--- config.mk ---
export PLATFORM = sky130hd
export DESIGN_NAME = rto_regs
export DESIGN_NICKNAME = d
export VERILOG_FILES = /design/src/logic/rto_pkg.sv /design/src/logic/rto_regs.sv
export SDC_FILE = /design/constraint.sdc
export NUM_CORES = 1
export LEC_CHECK = 0
export BUFFER_PORTS_ARGS = -buffer_cell sky130_fd_sc_hd__buf_2
export CORE_UTILIZATION = 50
export DETAILED_ROUTE_END_ITERATION = 8
export PLACE_DENSITY = 0.76
export SLEW_MARGIN = 5
export SYNTH_ARGS = -nofsm -noshare
export SYNTH_HDL_FRONTEND = slang
export SYNTH_SLANG_ARGS = --single-unit
--- constraint.sdc ---
create_clock -name aclk -period 2.9 [get_ports aclk]
set_input_delay 0.145 -clock aclk [delete_from_list [all_inputs] [get_ports aclk]]
set_output_delay 0.145 -clock aclk [all_outputs]
set_load 0.03 [all_outputs]
--- src/logic/rto_pkg.sv ---
// Package: register map, reset values and carriers of the radio test bank
package rto_pkg;

    // ========================================================================
    // Bus geometry
    localparam int          ADDR_W      = 20;
    localparam int          IDX_W       = 18;
    localparam logic [1:0]  RESP_OKAY   = 2'h0;
    localparam logic [1:0]  RESP_SLVERR = 2'h2;

    // ========================================================================
    // Register indices; byte address is four times the index
    localparam logic [IDX_W-1:0] IDX_AND_HIGH   = 18'h0DF22;
    localparam logic [IDX_W-1:0] IDX_AND_LOW    = 18'h0DF23;
    localparam logic [IDX_W-1:0] IDX_OR_HIGH    = 18'h0DF24;
    localparam logic [IDX_W-1:0] IDX_OR_LOW     = 18'h0DF25;
    localparam logic [IDX_W-1:0] IDX_GAIN_OVR   = 18'h0DF26;
    localparam logic [IDX_W-1:0] IDX_GAIN_MODE  = 18'h0DF27;
    localparam logic [IDX_W-1:0] IDX_FSM_STATE  = 18'h0DF39;
    localparam logic [IDX_W-1:0] IDX_CONV_I     = 18'h0DF3A;
    localparam logic [IDX_W-1:0] IDX_CONV_Q     = 18'h0DF3B;
    localparam logic [IDX_W-1:0] IDX_TX_SOURCE_SELECT    = 18'h0DF3C;
    localparam logic [IDX_W-1:0] IDX_DAC_OVR    = 18'h0DF3D;

    // ========================================================================
    // Reset values
    localparam logic [7:0] AND_HIGH_RST  = 8'hFF;
    localparam logic [6:0] AND_LOW_RST   = 7'h7F;
    localparam logic [7:0] OR_HIGH_RST   = 8'h00;
    localparam logic [6:0] OR_LOW_RST    = 7'h00;
    localparam logic [6:0] GAIN_RST      = 7'h7F;
    localparam logic [1:0] MODE_AUTO     = 2'h0;
    localparam logic [2:0] SRC_RST       = 3'h0;
    localparam logic [3:0] DAC_I_HI_RST  = 4'h0;
    localparam logic [1:0] DAC_I_LO_RST  = 2'h0;
    localparam logic [5:0] DAC_Q_RST     = 6'h00;

    // ========================================================================
    // Field positions
    localparam int GAIN_EN_BIT  = 7;
    localparam int CLK_DIS_BIT  = 7;
    localparam int MODE_OVR_LSB = 2;
    localparam int SRC_LSB      = 4;
    localparam int DAC_I_LO_LSB = 6;

    // ========================================================================
    // Transmit converter source codes
    localparam logic [2:0] SRC_MODULATOR = 3'h0;
    localparam logic [2:0] SRC_OVERRIDE  = 3'h1;
    localparam logic [2:0] SRC_ADC_HIGH  = 3'h2;
    localparam logic [2:0] SRC_FILTERED  = 3'h3;
    localparam logic [2:0] SRC_NOISE     = 3'h4;
    localparam logic [2:0] SRC_ADC_LOW   = 3'h5;
    localparam logic [2:0] SRC_MAGNITUDE = 3'h6;
    localparam logic [2:0] SRC_DEBUG     = 3'h7;

    // ========================================================================
    // Carriers
    typedef struct packed {
        logic vga_reset_n;
        logic global_bias_powerdown;
        logic output_switch_bias;
        logic buffer_select;
        logic prescaler_powerdown;
        logic amp_neg_path_powerdown;
        logic amp_pos_path_powerdown;
        logic tx_dac_powerdown;
    } rto_high_ctrl_type;

    typedef struct packed {
        logic filter_cal_osc_powerdown;
        logic charge_pump_powerdown;
        logic synth_powerdown;
        logic converter_powerdown;
        logic var_gain_amp_powerdown;
        logic rx_filter_powerdown;
        logic front_end_powerdown;
    } rto_low_ctrl_type;

    typedef struct packed {
        logic [5:0] i;
        logic [5:0] q;
    } rto_dac_pair_type;

endpackage : rto_pkg

--- src/logic/rto_regs.sv ---
// Radio test and override register bank with AXI4-Lite slave
//
// Contract
// - Low mask holds seven power-down controls in bits 6:0, reset to one.
// - Second group repeats those controls, reset zero, bit 7 reserved.
// - Upper group bit 6 is global bias power-down, one powers down.
// - Bit 5 steers output switch: one gives amplifier its external bias.
// - Bit 4 selects buffers: zero oscillator, one amplifier buffers.
// - Bits 3..0 stop prescaler, amp paths, DACs; both paths stop mixers.
// - Bit 7 drives active-low reset of the gain amplifier peak detectors.
// - Gain override enable applies manual gain, not automatic result.
// - Gain resets 0x7F; write stores override, read returns gain used.
// - Gain-mode override: 00 automatic, 01 low, 10 medium, 11 high.
// - Bits 1:0 read the gain mode in effect, automatic or forced.
// - Bits 5:0 read the frame control state; upper bits read zero.
// - Clock-disable bit stops converter clock even when converter enabled.
// - Bits 6:0 return the live in-phase converter sample.
// - Separate register returns live quadrature sample; bit 7 reads zero.
// - Codes 000..011: modulator, override, ADC high, filtered I/Q.
// - Codes 100..111: noise, ADC low bits, magnitude, high-speed debug.
// - Bits 3:0 hold upper in-phase override, reset zero, used at 001.
// - Reserved bits read zero and ignore writes.
// - Next register holds low in-phase bits 7:6, quadrature bits 5:0.
// - Upper mask register resets with its control bits at one.
//
// Added by the designer: the AXI4-Lite register port.
module rto_regs
    import rto_pkg::*;
(
    input  wire logic              aclk,
    input  wire logic              aresetn,
    input  wire logic [ADDR_W-1:0] s_awaddr,
    input  wire logic              s_awvalid,
    output      logic              s_awready,
    input  wire logic [31:0]       s_wdata,
    input  wire logic [3:0]        s_wstrb,
    input  wire logic              s_wvalid,
    output      logic              s_wready,
    output      logic [1:0]        s_bresp,
    output      logic              s_bvalid,
    input  wire logic              s_bready,
    input  wire logic [ADDR_W-1:0] s_araddr,
    input  wire logic              s_arvalid,
    output      logic              s_arready,
    output      logic [31:0]       s_rdata,
    output      logic [1:0]        s_rresp,
    output      logic              s_rvalid,
    input  wire logic              s_rready,
    input  wire rto_high_ctrl_type ctrl_high_in,
    input  wire rto_low_ctrl_type  ctrl_low_in,
    input  wire logic [6:0]        agc_gain_in,
    input  wire logic [1:0]        agc_mode_in,
    input  wire logic [5:0]        frame_fsm_state,
    input  wire logic [6:0]        adc_i_in,
    input  wire logic [6:0]        adc_q_in,
    input  wire rto_dac_pair_type  mod_in,
    input  wire rto_dac_pair_type  filtered_in,
    input  wire rto_dac_pair_type  noise_in,
    input  wire rto_dac_pair_type  magnitude_in,
    input  wire rto_dac_pair_type  debug_in,
    output      rto_high_ctrl_type ctrl_high_out,
    output      rto_low_ctrl_type  ctrl_low_out,
    output      logic              upmix_powerdown,
    output      logic [6:0]        vga_gain,
    output      logic [1:0]        gain_mode_status,
    output      logic              adc_clk_en,
    output      rto_dac_pair_type  dac_out
);

    // ========================================================================
    // Declarations
    logic              awready_q, wready_q, bvalid_q, arready_q, rvalid_q;
    logic [1:0]        bresp_q, rresp_q;
    logic [31:0]       rdata_q;
    logic              aw_hold_q, w_hold_q;
    logic [IDX_W-1:0]  aw_idx_q;
    logic [7:0]        wdata_q;
    logic              wstrb0_q;
    logic [7:0]        and_high_q, or_high_q;
    logic [6:0]        and_low_q, or_low_q;
    logic              gain_en_q;
    logic [6:0]        gain_man_q;
    logic [1:0]        mode_ovr_q;
    logic              clk_dis_q;
    logic [2:0]        src_q;
    logic [3:0]        dac_i_hi_q;
    logic [1:0]        dac_i_lo_q;
    logic [5:0]        dac_q_ovr_q;
    logic [5:0]        fsm_q;
    logic [6:0]        adc_i_q, adc_q_q;
    rto_high_ctrl_type high_q;
    rto_low_ctrl_type  low_q;
    logic              upmix_q, adc_clk_q;
    logic [6:0]        gain_q;
    logic [1:0]        mode_q;
    rto_dac_pair_type  dac_q;

    // ========================================================================
    // Write channel handshake: address and data taken in either order
    wire aw_take  = s_awvalid & awready_q;
    wire w_take   = s_wvalid & wready_q;
    wire wr_fire  = aw_hold_q & w_hold_q;
    wire aw_hold_d = (aw_hold_q | aw_take) & ~wr_fire;
    wire w_hold_d  = (w_hold_q | w_take) & ~wr_fire;
    wire bvalid_d  = wr_fire | (bvalid_q & ~s_bready);
    wire ar_take   = s_arvalid & arready_q;
    wire rvalid_d  = ar_take | (rvalid_q & ~s_rready);
    wire [IDX_W-1:0] ar_idx = s_araddr[ADDR_W-1:2];

    // Register decode of the held write address
    wire wr_ok = wr_fire & wstrb0_q;
    wire we_and_high = wr_ok & (aw_idx_q == IDX_AND_HIGH);
    wire we_and_low  = wr_ok & (aw_idx_q == IDX_AND_LOW);
    wire we_or_high  = wr_ok & (aw_idx_q == IDX_OR_HIGH);
    wire we_or_low   = wr_ok & (aw_idx_q == IDX_OR_LOW);
    wire we_gain     = wr_ok & (aw_idx_q == IDX_GAIN_OVR);
    wire we_mode     = wr_ok & (aw_idx_q == IDX_GAIN_MODE);
    wire we_conv_i   = wr_ok & (aw_idx_q == IDX_CONV_I);
    wire we_tx_source_select  = wr_ok & (aw_idx_q == IDX_TX_SOURCE_SELECT);
    wire we_dac_ovr  = wr_ok & (aw_idx_q == IDX_DAC_OVR);
    wire aw_mapped   = (aw_idx_q == IDX_AND_HIGH) | (aw_idx_q == IDX_AND_LOW)
                     | (aw_idx_q == IDX_OR_HIGH) | (aw_idx_q == IDX_OR_LOW)
                     | (aw_idx_q == IDX_GAIN_OVR) | (aw_idx_q == IDX_GAIN_MODE)
                     | (aw_idx_q == IDX_FSM_STATE) | (aw_idx_q == IDX_CONV_I)
                     | (aw_idx_q == IDX_CONV_Q) | (aw_idx_q == IDX_TX_SOURCE_SELECT)
                     | (aw_idx_q == IDX_DAC_OVR);

    // Bus handshake registers
    always_ff @(posedge aclk)
    begin
        if (!aresetn)
        begin
            aw_hold_q <= 1'b0;
            w_hold_q  <= 1'b0;
            awready_q <= 1'b0;
            wready_q  <= 1'b0;
            bvalid_q  <= 1'b0;
            bresp_q   <= RESP_OKAY;
            arready_q <= 1'b0;
            rvalid_q  <= 1'b0;
        end
        else
        begin
            aw_hold_q <= aw_hold_d;
            w_hold_q  <= w_hold_d;
            awready_q <= ~aw_hold_d & ~bvalid_d;
            wready_q  <= ~w_hold_d & ~bvalid_d;
            bvalid_q  <= bvalid_d;
            if (wr_fire)
                bresp_q <= aw_mapped ? RESP_OKAY : RESP_SLVERR;
            arready_q <= ~rvalid_d;
            rvalid_q  <= rvalid_d;
        end
    end

    // Captured write address and data lane zero
    always_ff @(posedge aclk)
    begin
        if (!aresetn)
        begin
            aw_idx_q <= '0;
            wdata_q  <= 8'h00;
            wstrb0_q <= 1'b0;
        end
        else
        begin
            if (aw_take)
                aw_idx_q <= s_awaddr[ADDR_W-1:2];
            if (w_take)
            begin
                wdata_q  <= s_wdata[7:0];
                wstrb0_q <= s_wstrb[0];
            end
        end
    end

    // ========================================================================
    // Software registers; reserved bits are never stored
    always_ff @(posedge aclk)
    begin
        if (!aresetn)
        begin
            and_high_q  <= AND_HIGH_RST;
            and_low_q   <= AND_LOW_RST;
            or_high_q   <= OR_HIGH_RST;
            or_low_q    <= OR_LOW_RST;
            gain_en_q   <= 1'b0;
            gain_man_q  <= GAIN_RST;
            mode_ovr_q  <= MODE_AUTO;
            clk_dis_q   <= 1'b0;
            src_q       <= SRC_RST;
            dac_i_hi_q  <= DAC_I_HI_RST;
            dac_i_lo_q  <= DAC_I_LO_RST;
            dac_q_ovr_q <= DAC_Q_RST;
        end
        else
        begin
            if (we_and_high) and_high_q <= wdata_q;
            if (we_and_low)  and_low_q  <= wdata_q[6:0];
            if (we_or_high)  or_high_q  <= wdata_q;
            if (we_or_low)   or_low_q   <= wdata_q[6:0];
            if (we_gain)
            begin
                gain_en_q  <= wdata_q[GAIN_EN_BIT];
                gain_man_q <= wdata_q[6:0];
            end
            if (we_mode)    mode_ovr_q <= wdata_q[MODE_OVR_LSB +: 2];
            if (we_conv_i)  clk_dis_q  <= wdata_q[CLK_DIS_BIT];
            if (we_tx_source_select)
            begin
                src_q      <= wdata_q[SRC_LSB +: 3];
                dac_i_hi_q <= wdata_q[3:0];
            end
            if (we_dac_ovr)
            begin
                dac_i_lo_q  <= wdata_q[DAC_I_LO_LSB +: 2];
                dac_q_ovr_q <= wdata_q[5:0];
            end
        end
    end

    // ========================================================================
    // Control lines: internal value gated by the AND mask, forced by OR mask
    wire [7:0] high_d = (ctrl_high_in & and_high_q) | or_high_q;
    wire [6:0] low_d  = (ctrl_low_in & and_low_q) | or_low_q;
    wire rto_high_ctrl_type high_s = high_d;
    wire rto_low_ctrl_type  low_s  = low_d;
    // Both amplifier paths down also stop the up-conversion mixers
    wire upmix_d = high_s.amp_neg_path_powerdown
                 & high_s.amp_pos_path_powerdown;
    // Converter clock runs only when enabled and not gated
    wire adc_clk_d = ~low_s.converter_powerdown & ~clk_dis_q;
    // Gain and gain mode in effect
    wire [6:0] gain_d = gain_en_q ? gain_man_q : agc_gain_in;
    wire [1:0] mode_d = (mode_ovr_q != MODE_AUTO) ? mode_ovr_q
                                                  : agc_mode_in;

    // Transmit converter source selection
    wire rto_dac_pair_type ovr_pair = '{i: {dac_i_hi_q, dac_i_lo_q},
                                        q: dac_q_ovr_q};
    wire rto_dac_pair_type adc_hi = '{i: adc_i_q[6:1], q: adc_q_q[6:1]};
    wire rto_dac_pair_type adc_lo = '{i: adc_i_q[5:0], q: adc_q_q[5:0]};
    wire rto_dac_pair_type dac_d =
          (src_q == SRC_OVERRIDE)  ? ovr_pair
        : (src_q == SRC_ADC_HIGH)  ? adc_hi
        : (src_q == SRC_FILTERED)  ? filtered_in
        : (src_q == SRC_NOISE)     ? noise_in
        : (src_q == SRC_ADC_LOW)   ? adc_lo
        : (src_q == SRC_MAGNITUDE) ? magnitude_in
        : (src_q == SRC_DEBUG)     ? debug_in
        : mod_in;

    // Registered radio-facing outputs and live samples
    always_ff @(posedge aclk)
    begin
        if (!aresetn)
        begin
            high_q    <= AND_HIGH_RST & ~OR_HIGH_RST;
            low_q     <= AND_LOW_RST & ~OR_LOW_RST;
            upmix_q   <= 1'b0;
            adc_clk_q <= 1'b0;
            gain_q    <= GAIN_RST;
            mode_q    <= MODE_AUTO;
            dac_q     <= '0;
            fsm_q     <= 6'h00;
            adc_i_q   <= 7'h00;
            adc_q_q   <= 7'h00;
        end
        else
        begin
            high_q    <= high_s;
            low_q     <= low_s;
            upmix_q   <= upmix_d;
            adc_clk_q <= adc_clk_d;
            gain_q    <= gain_d;
            mode_q    <= mode_d;
            dac_q     <= dac_d;
            fsm_q     <= frame_fsm_state;
            adc_i_q   <= adc_i_in;
            adc_q_q   <= adc_q_in;
        end
    end

    // ========================================================================
    // Read data selection; reserved bits and unmapped words read zero
    wire [7:0] rd_byte =
          (ar_idx == IDX_AND_HIGH)  ? and_high_q
        : (ar_idx == IDX_AND_LOW)   ? {1'b0, and_low_q}
        : (ar_idx == IDX_OR_HIGH)   ? or_high_q
        : (ar_idx == IDX_OR_LOW)    ? {1'b0, or_low_q}
        : (ar_idx == IDX_GAIN_OVR)  ? {gain_en_q, gain_q}
        : (ar_idx == IDX_GAIN_MODE) ? {4'h0, mode_ovr_q, mode_q}
        : (ar_idx == IDX_FSM_STATE) ? {2'h0, fsm_q}
        : (ar_idx == IDX_CONV_I)    ? {clk_dis_q, adc_i_q}
        : (ar_idx == IDX_CONV_Q)    ? {1'b0, adc_q_q}
        : (ar_idx == IDX_TX_SOURCE_SELECT)   ? {1'b0, src_q, dac_i_hi_q}
        : (ar_idx == IDX_DAC_OVR)   ? {dac_i_lo_q, dac_q_ovr_q}
        : 8'h00;
    wire ar_mapped = (ar_idx == IDX_AND_HIGH) | (ar_idx == IDX_AND_LOW)
                   | (ar_idx == IDX_OR_HIGH) | (ar_idx == IDX_OR_LOW)
                   | (ar_idx == IDX_GAIN_OVR) | (ar_idx == IDX_GAIN_MODE)
                   | (ar_idx == IDX_FSM_STATE) | (ar_idx == IDX_CONV_I)
                   | (ar_idx == IDX_CONV_Q) | (ar_idx == IDX_TX_SOURCE_SELECT)
                   | (ar_idx == IDX_DAC_OVR);

    // Read answer capture
    always_ff @(posedge aclk)
    begin
        if (!aresetn)
        begin
            rdata_q <= 32'h0000_0000;
            rresp_q <= RESP_OKAY;
        end
        else if (ar_take)
        begin
            rdata_q <= {24'h00_0000, rd_byte};
            rresp_q <= ar_mapped ? RESP_OKAY : RESP_SLVERR;
        end
    end

    // ========================================================================
    // Port drive
    assign s_awready        = awready_q;
    assign s_wready         = wready_q;
    assign s_bvalid         = bvalid_q;
    assign s_bresp          = bresp_q;
    assign s_arready        = arready_q;
    assign s_rvalid         = rvalid_q;
    assign s_rdata          = rdata_q;
    assign s_rresp          = rresp_q;
    assign ctrl_high_out    = high_q;
    assign ctrl_low_out     = low_q;
    assign upmix_powerdown  = upmix_q;
    assign vga_gain         = gain_q;
    assign gain_mode_status = mode_q;
    assign adc_clk_en       = adc_clk_q;
    assign dac_out          = dac_q;
endmodule : rto_regs

# == After elaboration in Yosys (flattened, before gate mapping) ==
# Cells that the tools add are included.
# word_totals
reg_bits,160
input_bits,187
output_inout_bits,79
word_cells,160
# classes
eq_ne,29
muxes,22
bitwise_logic,59
n_reduce_logical,1
# op_table
op,count
$eq 18x16->1 const B,22
$mux 8,11
$mux 12,7
$or 1x1->1,24
$and 1x1->1,22
$eq 3x3->1 const B,4
$not 1->1,9
$and 8x8->8,1
$or 8x8->8,1
$and 7x7->7,1
$mux 7,1
$or 7x7->7,1
$eq 3x2->1 const B,2
$mux 2,3
$eq 3x1->1 const B,1
$reduce_bool 2->1,1

# == Depth between registers and ports, before layout ==
# Gate-level depths: netlist (run 1).
# depth
depth_word,12
depth_mapped,8
mapped_depth_nobuf,6

# == Least setup slack after synthesis (run 1) ==
# Ideal clock, no wire load.
# synth_path
path_type,register -> register
startpoint,register aw_idx_q[16]
endpoint,register and_high_q[2]
setup_ns,0.129
arrival_time_ns,2.120
required_time_ns,2.771
path_slack_ns,0.651
stages_incl_launch_ff,8
synth_period_minus_slack_ns,2.249
path_cell_list,dfxtp_1 or4b_1 or4_4 nor3_4 and4bb_2 buf_4 mux2i_1 nand2_1
# synth_between
elab_chain_len,2
# synth_rtl
element,line,rtl
"start, declared",rto_regs.sv:76,logic [IDX_W-1:0] aw_idx_q;
"start signal, assigned",rto_regs.sv:168,aw_idx_q <= s_awaddr[ADDR_W-1:2];
$eq 18x16->1,rto_regs.sv:112,wire we_and_high = wr_ok & (aw_idx_q == IDX_AND_HIGH);
$and 1x1->1,rto_regs.sv:112,
"end signal, assigned",rto_regs.sv:198,if (we_and_high) and_high_q <= wdata_q;
"end, declared",rto_regs.sv:79,"logic [7:0] and_high_q, or_high_q;"
# No other way between the ends.
# A chain may end at the register's enable or synchronous reset.

# == Worst setup path in the final report (run 1) ==
# layout_path
startpoint,register aw_idx_q[16]
endpoint,register gain_man_q[3]
# layout_between
elab_chain_len,2
# layout_rtl
element,line,rtl
$eq 18x16->1,rto_regs.sv:116,wire we_gain = wr_ok & (aw_idx_q == IDX_GAIN_OVR);
$and 1x1->1,rto_regs.sv:116,
"end signal, assigned",rto_regs.sv:205,gain_man_q <= wdata_q[6:0];
"end, declared",rto_regs.sv:82,logic [6:0] gain_man_q;
# No other way between the ends.

==> Flow_metrics.wiki, run 1 <==
{| class="wikitable"
! Metric !! Value
|-
| Result of the run || finished clean
|-
| Wirelength, routed || around 22000 um
|-
| Clock Pin Slew Worst Setup and Hold Paths || around 0.060 ns
|-
| Share of synthesized registers carrying an async set or reset || 0
|-
| Starting utilization of the core area || 0.514
|-
| Worst Path Arrival || 2.84 ns
|-
| Critical path launch point type || register
|-
| Register bit total from synthesis || 158
|-
| Standby leakage power || 4.16 nW
|-
| Share of post-route cells with drive strength above 1 || 0.277
|-
| Maximum number of pins on one net before global-route repair || 64
|-
| Sequential fraction of the synthesis area || 0.422
|-
| Area of combinational cells with multiple inputs || between 3000 and 4000 um2
|-
| Total Routing Usage GR || 0.292
|-
| Seq. cell area || 3160 um2
|-
| Maximum vdd drop || 0.000415 V
|-
| Buffer levels on the longest clock path || 2
|-
| Flip-flop cell with the highest count after synthesis || dfxtp_1
|-
| Number of buffers added on ports || roughly 210
|-
| Maximum single-stage delay on the critical path || approximately 0.56 ns
|-
| Average via count per standard cell || 5.54
|-
| Mapped Cells || 799
|-
| Final routed wire length divided by cell count || 17.9 um
|-
| I/O pin count || around 270
|-
| Number of cells on the worst reg-to-reg path || 6
|-
| Post-synthesis area per instance || 9.39 um2
|-
| Insertion delay to the later sink of the worst-skew pair || 0.43 ns
|-
| Level count of the clock H-tree || 4
|-
| Clk_skew || 0.00756 ns
|-
| Pwr Density || roughly 520 nW/um2
|-
| Post-detailed-route count of antenna-violating nets || 0
|-
| Number of sinks handled by clock tree synthesis || 158
|-
| Global-route wire length before repair || 35300 um
|-
| Worst Max-Slew Pin Slew || between 0.7 and 0.8 ns
|-
| Total number of vias || 6917
|-
| Worst r2r src || aw_idx_q[16]
|-
| Worst-case register-to-register setup slack || roughly 0.36 ns
|-
| Placer congestion estimate || 0.947
|-
| Count of endpoints failing hold in the final timing report || 0
|-
| # fillers || 1120
|-
| Critical-path maximum fanout || 8
|-
| Post-layout power || 5.17 mW
|-
| Post-route setup TNS || 0 ns
|-
| Hold path depth || 3
|-
| Number of post-CTS setup repair buffers || 0
|-
| Count of unresolved DRC violations after routing || 0
|-
| Buffering stage count on the worst path with inverters included || 0
|-
| Floorplan die height || 124 um
|-
| Core area || 14600 um2
|-
| Clock tree from TritonCTS || built
|-
| Hold Crit Class || input port to register
|-
| Number of enable-type register cells in the synthesized netlist || 0
|-
| Startpoint-to-endpoint class of the critical path || register to register
|-
| Chain of cells forming the critical path || or4b_1 > or4_4 > nor3_4 > and4b_1 > mux2i_1 > nand2_1
|-
| Cell class contributing the biggest share of worst-path delay || simple AND/OR/NAND/NOR gates
|-
| Grt ovf || 0
|-
| Number of distinct library cell variants in the gate-level netlist after synthesis || 65
|-
| Vias in the first global route || 6763
|-
| Worst path required time || ~3.2 ns
|-
| Count of pins over their slew limit || 0
|-
| Reg2Reg Capture Point || gain_man_q[3]
|-
| Die Area || 15500 um2
|-
| Synth Cell Area || 7500 um2
|-
| Kind of end point of the critical path || register
|-
| Initial antenna violation count || 0
|-
| Final setup vio count || 0
|-
| Final cycle utilization of the critical path || 0.876
|-
| Row count || between 40 and 50
|-
| Library cell used as clock root buffer || clkbuf_16
|-
| X dimension of the die || 124 um
|-
| Achievable Freq || 394 MHz
|-
| Number of buffers created by CTS || 17
|-
| Hold Startpoint || s_rready
|-
| DRC marker count from the first detailed-route iteration || 513
|-
| Relative slew slack || 0.525
|-
| Antenna Diode Count || 0
|-
| Post-detail-place hpwl || 15700 um
|-
| Router iterations before antenna repair || 5
|-
| Post-layout min period || 2.54 ns
|-
| Number of warnings printed during yosys synthesis || 0
|-
| Unrepaired setup endpoints after global routing || false
|-
| Max-cap viol count || 0
|-
| Area growth from synthesis to layout || 31.4%
|-
| NumNets Final || roughly 1200
|-
| Hold endpoint || s_rvalid
|-
| Cell type of the slowest stage on the worst timing path || and4b_1
|}
[tightest hold or removal path: cells and delay by family]
family / cells / cell delay [ns]
buffers and inverters: 1 / 0.07
and+or+nand+nor: 1 / 0.09
AOI/OAI and AO/OA: 1 / 0.08
[power by group]
part	switching, mW	internal [mW]
Clock	0.880	1.42
Sequential	0.0684	2.24
Combinational	0.309	0.255
[what timing repair did]
item,in CTS,in global routing
resized for setup,0,0
hold endpoints to repair,69,0
endpoints found under the setup margin,0,0
hold buffers,69,0
[synth_stat cells, drive strengths merged, types with 2 or more instances]
library cell	instances	share of area
a211o	3	0.0035
a211oi	5	0.0050
a21boi	36	0.036
a21oi	15	0.011
a221oi	2	0.0023
a31oi	6	0.0050
a32oi	3	0.0035
and2	26	0.022
and3	3	0.0025
and4b	2	0.0027
and4bb	2	0.0033
buf	38	0.036
clkbuf	47	0.024
dfxtp	158	0.42
inv	5	0.0025
mux2	6	0.0090
mux2i	73	0.097
mux4	23	0.069
nand2	141	0.071
nand2b	7	0.0058
nand3	20	0.013
nand3b	13	0.013
nand4	13	0.011
nand4b	4	0.0047
nor2	17	0.0085
nor2b	43	0.036
nor3	16	0.013
nor3b	2	0.0020
nor4	11	0.0092
o2111ai	3	0.0035
o211ai	3	0.0030
o21a	4	0.0040
o21ai	17	0.011
o31ai	4	0.0040
or2	2	0.0017
or3	3	0.0025
or4	3	0.0035
or4b	2	0.0032
[sequential cells by signal (all words and copies together), names as in the netlist, 3 cells and up]
signal and flops:
aw_idx_q 18, dac_out 12, and_high_q 8, ctrl_high_out 8, or_high_q 8, s_rdata 8, wdata_q 8, adc_i_q 7
adc_q_q 7, and_low_q 7, ctrl_low_out 7, gain_man_q 7, or_low_q 7, vga_gain 7, dac_q_ovr_q 6, fsm_q 6
dac_i_hi_q 4, src_q 3
[worst max path at each step]
stage,from,endpoint,depth (start not counted)
CTS,aw_idx_q[16],gain_man_q[2],6
global route,aw_idx_q[16],gain_man_q[6],6
floorplan,aw_idx_q[16],and_high_q[2],7
global placement,aw_idx_q[16],gain_man_q[6],6
finish,aw_idx_q[16],gain_man_q[3],6
detailed placement,aw_idx_q[16],gain_man_q[0],6
[stage by stage]
stage,cells,area [um2],setup WS (ns),util,hold WS (ns)
5_1_grt,1249,9860,0.189,0.676,0.0320
6_report,1249,9860,0.359,0.676,0.00924
4_1_cts,1249,9860,0.357,0.676,0.000409
3_3_place_gp,1150,8560,0.401,0.587,0.352
2_1_floorplan,824,7600,0.651,-,0.270
3_5_place_dp,1150,8560,0.362,0.587,0.354
[cells in the final DEF (no fill, tap or decap), types with 7 or more instances in the layout]
cell type / instances
dlygate4sd3_1: 69
a21boi_0: 36
a21oi_1: 14
o21ai_0: 17
nand2_1: 141
nand2b_1: 7
mux2i_1: 73
nor3_1: 14
nand3_1: 20
mux4_2: 23
nand4_1: 13
and2_1: 26
nor4_1: 11
buf_4: 20
nor2b_1: 43
nand3b_1: 13
buf_2: 207
nor2_1: 17
dfxtp_1: 158
clkbuf_16: 17
conb_1: 26
[layout make-up]
class | count | area share
Clock buffer | 21 | 0.0477
Sequential cell | 158 | 0.321
Multi-Input combinational cell | 576 | 0.402
Tap cell | 184 | 0.0234
Inverter | 5 | 0.00190
Clock inverter | 9 | 0.0136
Timing Repair Buffer | 296 | 0.190
[metal layers]
layer  GRT usage  vias to the layer above  part of all wire
li1            -                     3284                 -
met1       0.377                     3279              0.43
met2       0.472                      310              0.48
met3      0.0709                       44             0.074
met4       0.108                        0             0.022
met5           0                        -                 0
[kinds of logic (layout without fill, tap and decap cells)]
logic type | Yosys count | after routing | synth area share
flops | 158 | 158 | 0.422
simple gates | 334 | 334 | 0.232
compound gates | 114 | 114 | 0.108
mux | 102 | 102 | 0.175
buf+inv | 90 | 331 | 0.0624
other cells | 1 | 26 | 0.000500
Power figures use the tool's default switching activity.
==> run 2, diff against run 1 <==
--- a/config.mk
+++ b/config.mk
@@ -5,6 +5,7 @@
 export SDC_FILE = /design/constraint.sdc
 export NUM_CORES = 1
 export LEC_CHECK = 0
+export ABC_AREA = 1
 export BUFFER_PORTS_ARGS = -buffer_cell sky130_fd_sc_hd__buf_2
 export CORE_UTILIZATION = 50
 export DETAILED_ROUTE_END_ITERATION = 8
==> run 2 against run 1 <==
First-iteration DRC count rose by 48%. Sequential power hardly changed. Combinational power increased by 3.9%. Flip-flop and latch count unchanged. Critical path depth rose by 1. Largest cell class unchanged. Power is 1.6% lower. Highest routed layer is now met5. Routed wire length grew 0.62%. Utilization decreased by 1.1 points. Synthesized cell count grew 36%. Non-clock buffer count shrank 22. Critical endpoint is now dac_out[8]. Largest power group unchanged. Final area down 1.6%. Global-route usage hardly changed.
==> Flow_metrics.wiki, run 2 <==
{| class="wikitable"
! Metric !! Value
|-
| Seq pwr share || 0.454 (was 0.447)
|-
| NumNets Final || 1513 (was 1241)
|-
| Number of buffers created by CTS || 17 (unchanged)
|-
| Kind of end point of the critical path || register (unchanged)
|-
| Grt ovf || 0 (unchanged)
|-
| Clk_skew || 0.00942 ns (was 0.00756 ns)
|-
| Total Routing Usage GR || 0.292 (about the same)
|-
| Worst Max-Slew Pin Slew || 0.776 ns (was 0.706 ns)
|-
| Flip-flop count of the largest register, all copies and words added || 18 (unchanged)
|-
| Maximum vdd drop || 0.000408 V (was 0.000415 V)
|-
| Total number of vias || 8001 (was 6917)
|-
| Area share of the largest cell type after synthesis || 0.422 (about the same)
|-
| Number of sinks handled by clock tree synthesis || 158 (unchanged)
|-
| Average via count per standard cell || 5.25 (was 5.54)
|-
| Buffer levels on the longest clock path || 2 (unchanged)
|-
| Crit path launch || src_q[1] (was aw_idx_q[16])
|-
| Cell class contributing the biggest share of worst-path delay || flip-flops (was simple AND/OR/NAND/NOR gates)
|-
| Count of pins over their slew limit || 0 (unchanged)
|-
| Post-detail-place hpwl || 16100 um (was 15700 um)
|-
| Critical-path maximum fanout || 24 (was 8)
|-
| Hold endpoint || wdata_q[2] (was s_rvalid)
|-
| Share of synthesized registers carrying an async set or reset || 0 (unchanged)
|-
| Most common library cell in the layout ignoring fill and taps || nand2_1 (was buf_2)
|-
| Row count || 44 (unchanged)
|-
| Critical path launch point type || register (unchanged)
|-
| Worst Path Arrival || 2.56 ns (was 2.84 ns)
|-
| Mapped Cells || 1083 (was 799)
|-
| Power share of the combinational group || 0.115 (was 0.109)
|-
| Post-Route M1 WL || 9950 um (was 9580 um)
|-
| Sequential fraction of the synthesis area || 0.422 (about the same)
|-
| Worst-case register-to-register setup slack || 0.66 ns (was 0.36 ns)
|-
| Hold path depth || 3 (unchanged)
|-
| Count leader, synth || nand2_1 (was dfxtp_1)
|-
| Switching part of the total power || 0.268 (was 0.243)
|-
| Share of post-route cells with drive strength above 1 || 0.204 (was 0.277)
|-
| Number of distinct library cell variants in the gate-level netlist after synthesis || 30 (was 65)
|-
| Clock tree from TritonCTS || built (unchanged)
|-
| Number of enable-type register cells in the synthesized netlist || 0 (unchanged)
|-
| Hold Crit Class || input port to register (unchanged)
|-
| Global-route wire length before repair || 36200 um (was 35300 um)
|-
| Standby leakage power || 4.69 nW (was 4.16 nW)
|-
| Result of the run || finished clean (unchanged)
|-
| Routed wire length on met3 || 1460 um (was 1670 um)
|-
| X dimension of the die || 125 um (was 124 um)
|-
| Final cycle utilization of the critical path || 0.774 (was 0.876)
|-
| Routed wl met2 || 10400 um (was 10600 um)
|-
| Synth Cell Area || 7500 um2 (about the same)
|-
| Startpoint-to-endpoint class of the critical path || register to register (unchanged)
|-
| Worst path required time || 3.21 ns (was 3.20 ns)
|-
| Unrepaired setup endpoints after global routing || false (unchanged)
|-
| Pwr Density || 525 nW/um2 (about the same)
|-
| Most used standard cells in the synthesized netlist || 226 x nand2_1, 158 x dfxtp_1, 132 x inv_1, 116 x a21oi_1, 113 x o21ai_0 (was 158 x dfxtp_1, 141 x nand2_1, 73 x mux2i_1, 46 x clkbuf_1, 43 x nor2b_1)
|-
| Placer congestion estimate || 0.968 (was 0.947)
|-
| Starting utilization of the core area || 0.514 (about the same)
|-
| Maximum single-stage delay on the critical path || 0.74 ns (was 0.56 ns)
|-
| Worst hold margin || 0.00354 ns (was 0.00924 ns)
|-
| Flip-flop cell with the highest count after synthesis || dfxtp_1 (unchanged)
|-
| Post-detailed-route count of antenna-violating nets || 0 (unchanged)
|-
| Router iterations before antenna repair || 5 (unchanged)
|-
| Reg2Reg Capture Point || dac_out[8] (was gain_man_q[3])
|-
| DRC marker count from the first detailed-route iteration || 761 (was 513)
|-
| Core area || 14600 um2 (unchanged)
|-
| Number of standard cells in the final layout excluding fillers || 1523 (was 1249)
|-
| Floorplan die height || 125 um (was 124 um)
|-
| Cell type of the slowest stage on the worst timing path || dfxtp_1 (was and4b_1)
|-
| Number of warnings printed during yosys synthesis || 0 (unchanged)
|-
| Die Area || 15500 um2 (about the same)
|-
| Number of cells on the worst reg-to-reg path || 7 (was 6)
|-
| Register bit total from synthesis || 158 (unchanged)
|-
| Top Layer Used || met5 (was met4)
|-
| Count of endpoints failing hold in the final timing report || 0 (unchanged)
|-
| Buffering stage count on the worst path with inverters included || 1 (was 0)
|-
| Internal power || 3.73 mW (was 3.92 mW)
|-
| Max-cap viol count || 0 (unchanged)
|-
| Post-route setup TNS || 0 ns (unchanged)
|-
| Initial antenna violation count || 1 (was 0)
|-
| Final routed wire length divided by cell count || 14.8 um (was 17.9 um)
|-
| Number of post-CTS setup repair buffers || 0 (unchanged)
|-
| Post-cts gate resize count || 0 (unchanged)
|-
| Net switching power || 1.36 mW (was 1.26 mW)
|-
| Number of placed instances, taps included || 1432 (was 1150)
|-
| Number of buffers added on ports || 208 (unchanged)
|-
| Count of unresolved DRC violations after routing || 0 (unchanged)
|-
| Area growth from synthesis to layout || 29.3% (was 31.4%)
|-
| Level count of the clock H-tree || 4 (unchanged)
|-
| Cell types with the largest area share after synthesis || dfxtp_1 42%, nand2_1 11%, a21oi_1 7.7%, o21ai_0 7.5%, inv_1 6.6% (was dfxtp_1 42%, mux2i_1 9.7%, nand2_1 7.1%, mux4_2 6.9%, a21boi_0 3.6%)
|-
| CP dominant cell by count || o211ai_1
|-
| Chain of cells forming the critical path || inv_1 > nand3_1 > o211ai_1 > o21ai_0 > nand2_1 > o211ai_1 > a21oi_1 (was or4b_1 > or4_4 > nor3_4 > and4b_1 > mux2i_1 > nand2_1)
|-
| Top library cells by usage in the layout, fill and taps aside || 226 x nand2_1, 207 x buf_2, 158 x dfxtp_1 (was 207 x buf_2, 158 x dfxtp_1, 141 x nand2_1)
|-
| Antenna Diode Count || 0 (unchanged)
|-
| Maximum number of pins on one net before global-route repair || 56 (was 64)
|-
| Clock Pin Slew Worst Setup and Hold Paths || 0.07 ns (was 0.06 ns)
|-
| Seq. cell area || 3160 um2 (unchanged)
|-
| Post-synthesis area per instance || 6.93 um2 (was 9.39 um2)
|-
| # fillers || 1261 (was 1120)
|-
| Wirelength, routed || 22500 um (was 22400 um)
|-
| Relative slew slack || 0.481 (was 0.525)
|-
| Relative contribution of the clock network to total power || 0.431 (was 0.444)
|-
| Final cell utilization of the core || 0.665 (was 0.676)
|-
| Vias in the first global route || 7357 (was 6763)
|-
| I/O pin count || 266 (unchanged)
|-
| Post-layout min period || 2.24 ns (was 2.54 ns)
|-
| Hold Startpoint || s_wdata[2] (was s_rready)
|-
| Library cell used as clock root buffer || clkbuf_16 (unchanged)
|-
| Worst r2r src || src_q[1] (was aw_idx_q[16])
|-
| Biggest area consumer among synthesized cells || dfxtp_1 (unchanged)
|-
| Insertion delay to the later sink of the worst-skew pair || 0.43 ns (about the same)
|-
| Area of combinational cells with multiple inputs || 3520 um2 (was 3970 um2)
|-
| Final setup vio count || 0 (unchanged)
|-
| Total number of cells along the worst setup path || 7 (was 6)
|-
| Register name with the most flops || aw_idx_q (unchanged)
|-
| Achievable Freq || 446 MHz (was 394 MHz)
|}
run 2: final cells by class:
class,count,area share
repair buffers,274,0.174
clock inverters,13,0.0134
well taps,184,0.0237
multi-input cells,736,0.363
inverters,139,0.0538
clock buffers,19,0.0467
flip-flops and latches,158,0.326
run 2: power by group through the flow:
stage                     combinational (mW)  sequential [mW]  clock, mW
after detailed placement               0.515             2.36          0
after global routing                   0.641             2.32       2.29
after floorplan                        0.270             2.41          0
after global placement                 0.510             2.36          0
after CTS                              0.580             2.31       2.20
final                                  0.586             2.31       2.19
run 2: worst max path at each step:
stage | endpoint | slack [ns]
floorplan | dac_out[10] | 1.31
global placement | dac_out[4] | 0.78
detailed placement | dac_out[10] | 0.71
CTS | dac_out[8] | 0.70
global route | dac_out[3] | 0.39
finish | dac_out[8] | 0.66
run 2: metal layers:
metal | vias to the layer above | track usage
li1 | 4002 | -
met1 | 3640 | 0.380
met2 | 306 | 0.473
met3 | 51 | 0.0554
met4 | 2 | 0.120
met5 | - | 0
run 2: worst register-to-register path, cell delays in order, from the launching register on:
cell      delay (ns)
dfxtp_1         0.74
inv_1           0.22
nand3_1         0.59
o211ai_1        0.17
o21ai_0         0.11
nand2_1         0.08
o211ai_1        0.11
a21oi_1         0.09
run 2: through the flow:
| step | instance area (um2) | worst slack [ns] | total power, mW |
|---|---|---|---|
| floorplan | 7600 | 1.31 | 2.68 |
| global placement | 8530 | 0.776 | 2.86 |
| detailed placement | 8530 | 0.712 | 2.87 |
| CTS | 9700 | 0.703 | 5.08 |
| global route | 9700 | 0.390 | 5.25 |
| finish | 9700 | 0.656 | 5.09 |
run 2: cells by family (layout without fill, tap and decap cells):
group,count (synthesis),in the layout,synth area share
and+or+nand+nor,424,424,0.246
AOI/OAI and AO/OA,286,286,0.210
buffers and inverters,214,445,0.122
DFF,158,158,0.422
other,1,26,0.000500
run 2: what timing repair did:
item | CTS | global route
setup endpoints to repair | 0 | 0
hold endpoints to repair | 59 | 0
hold buffers | 59 | 0
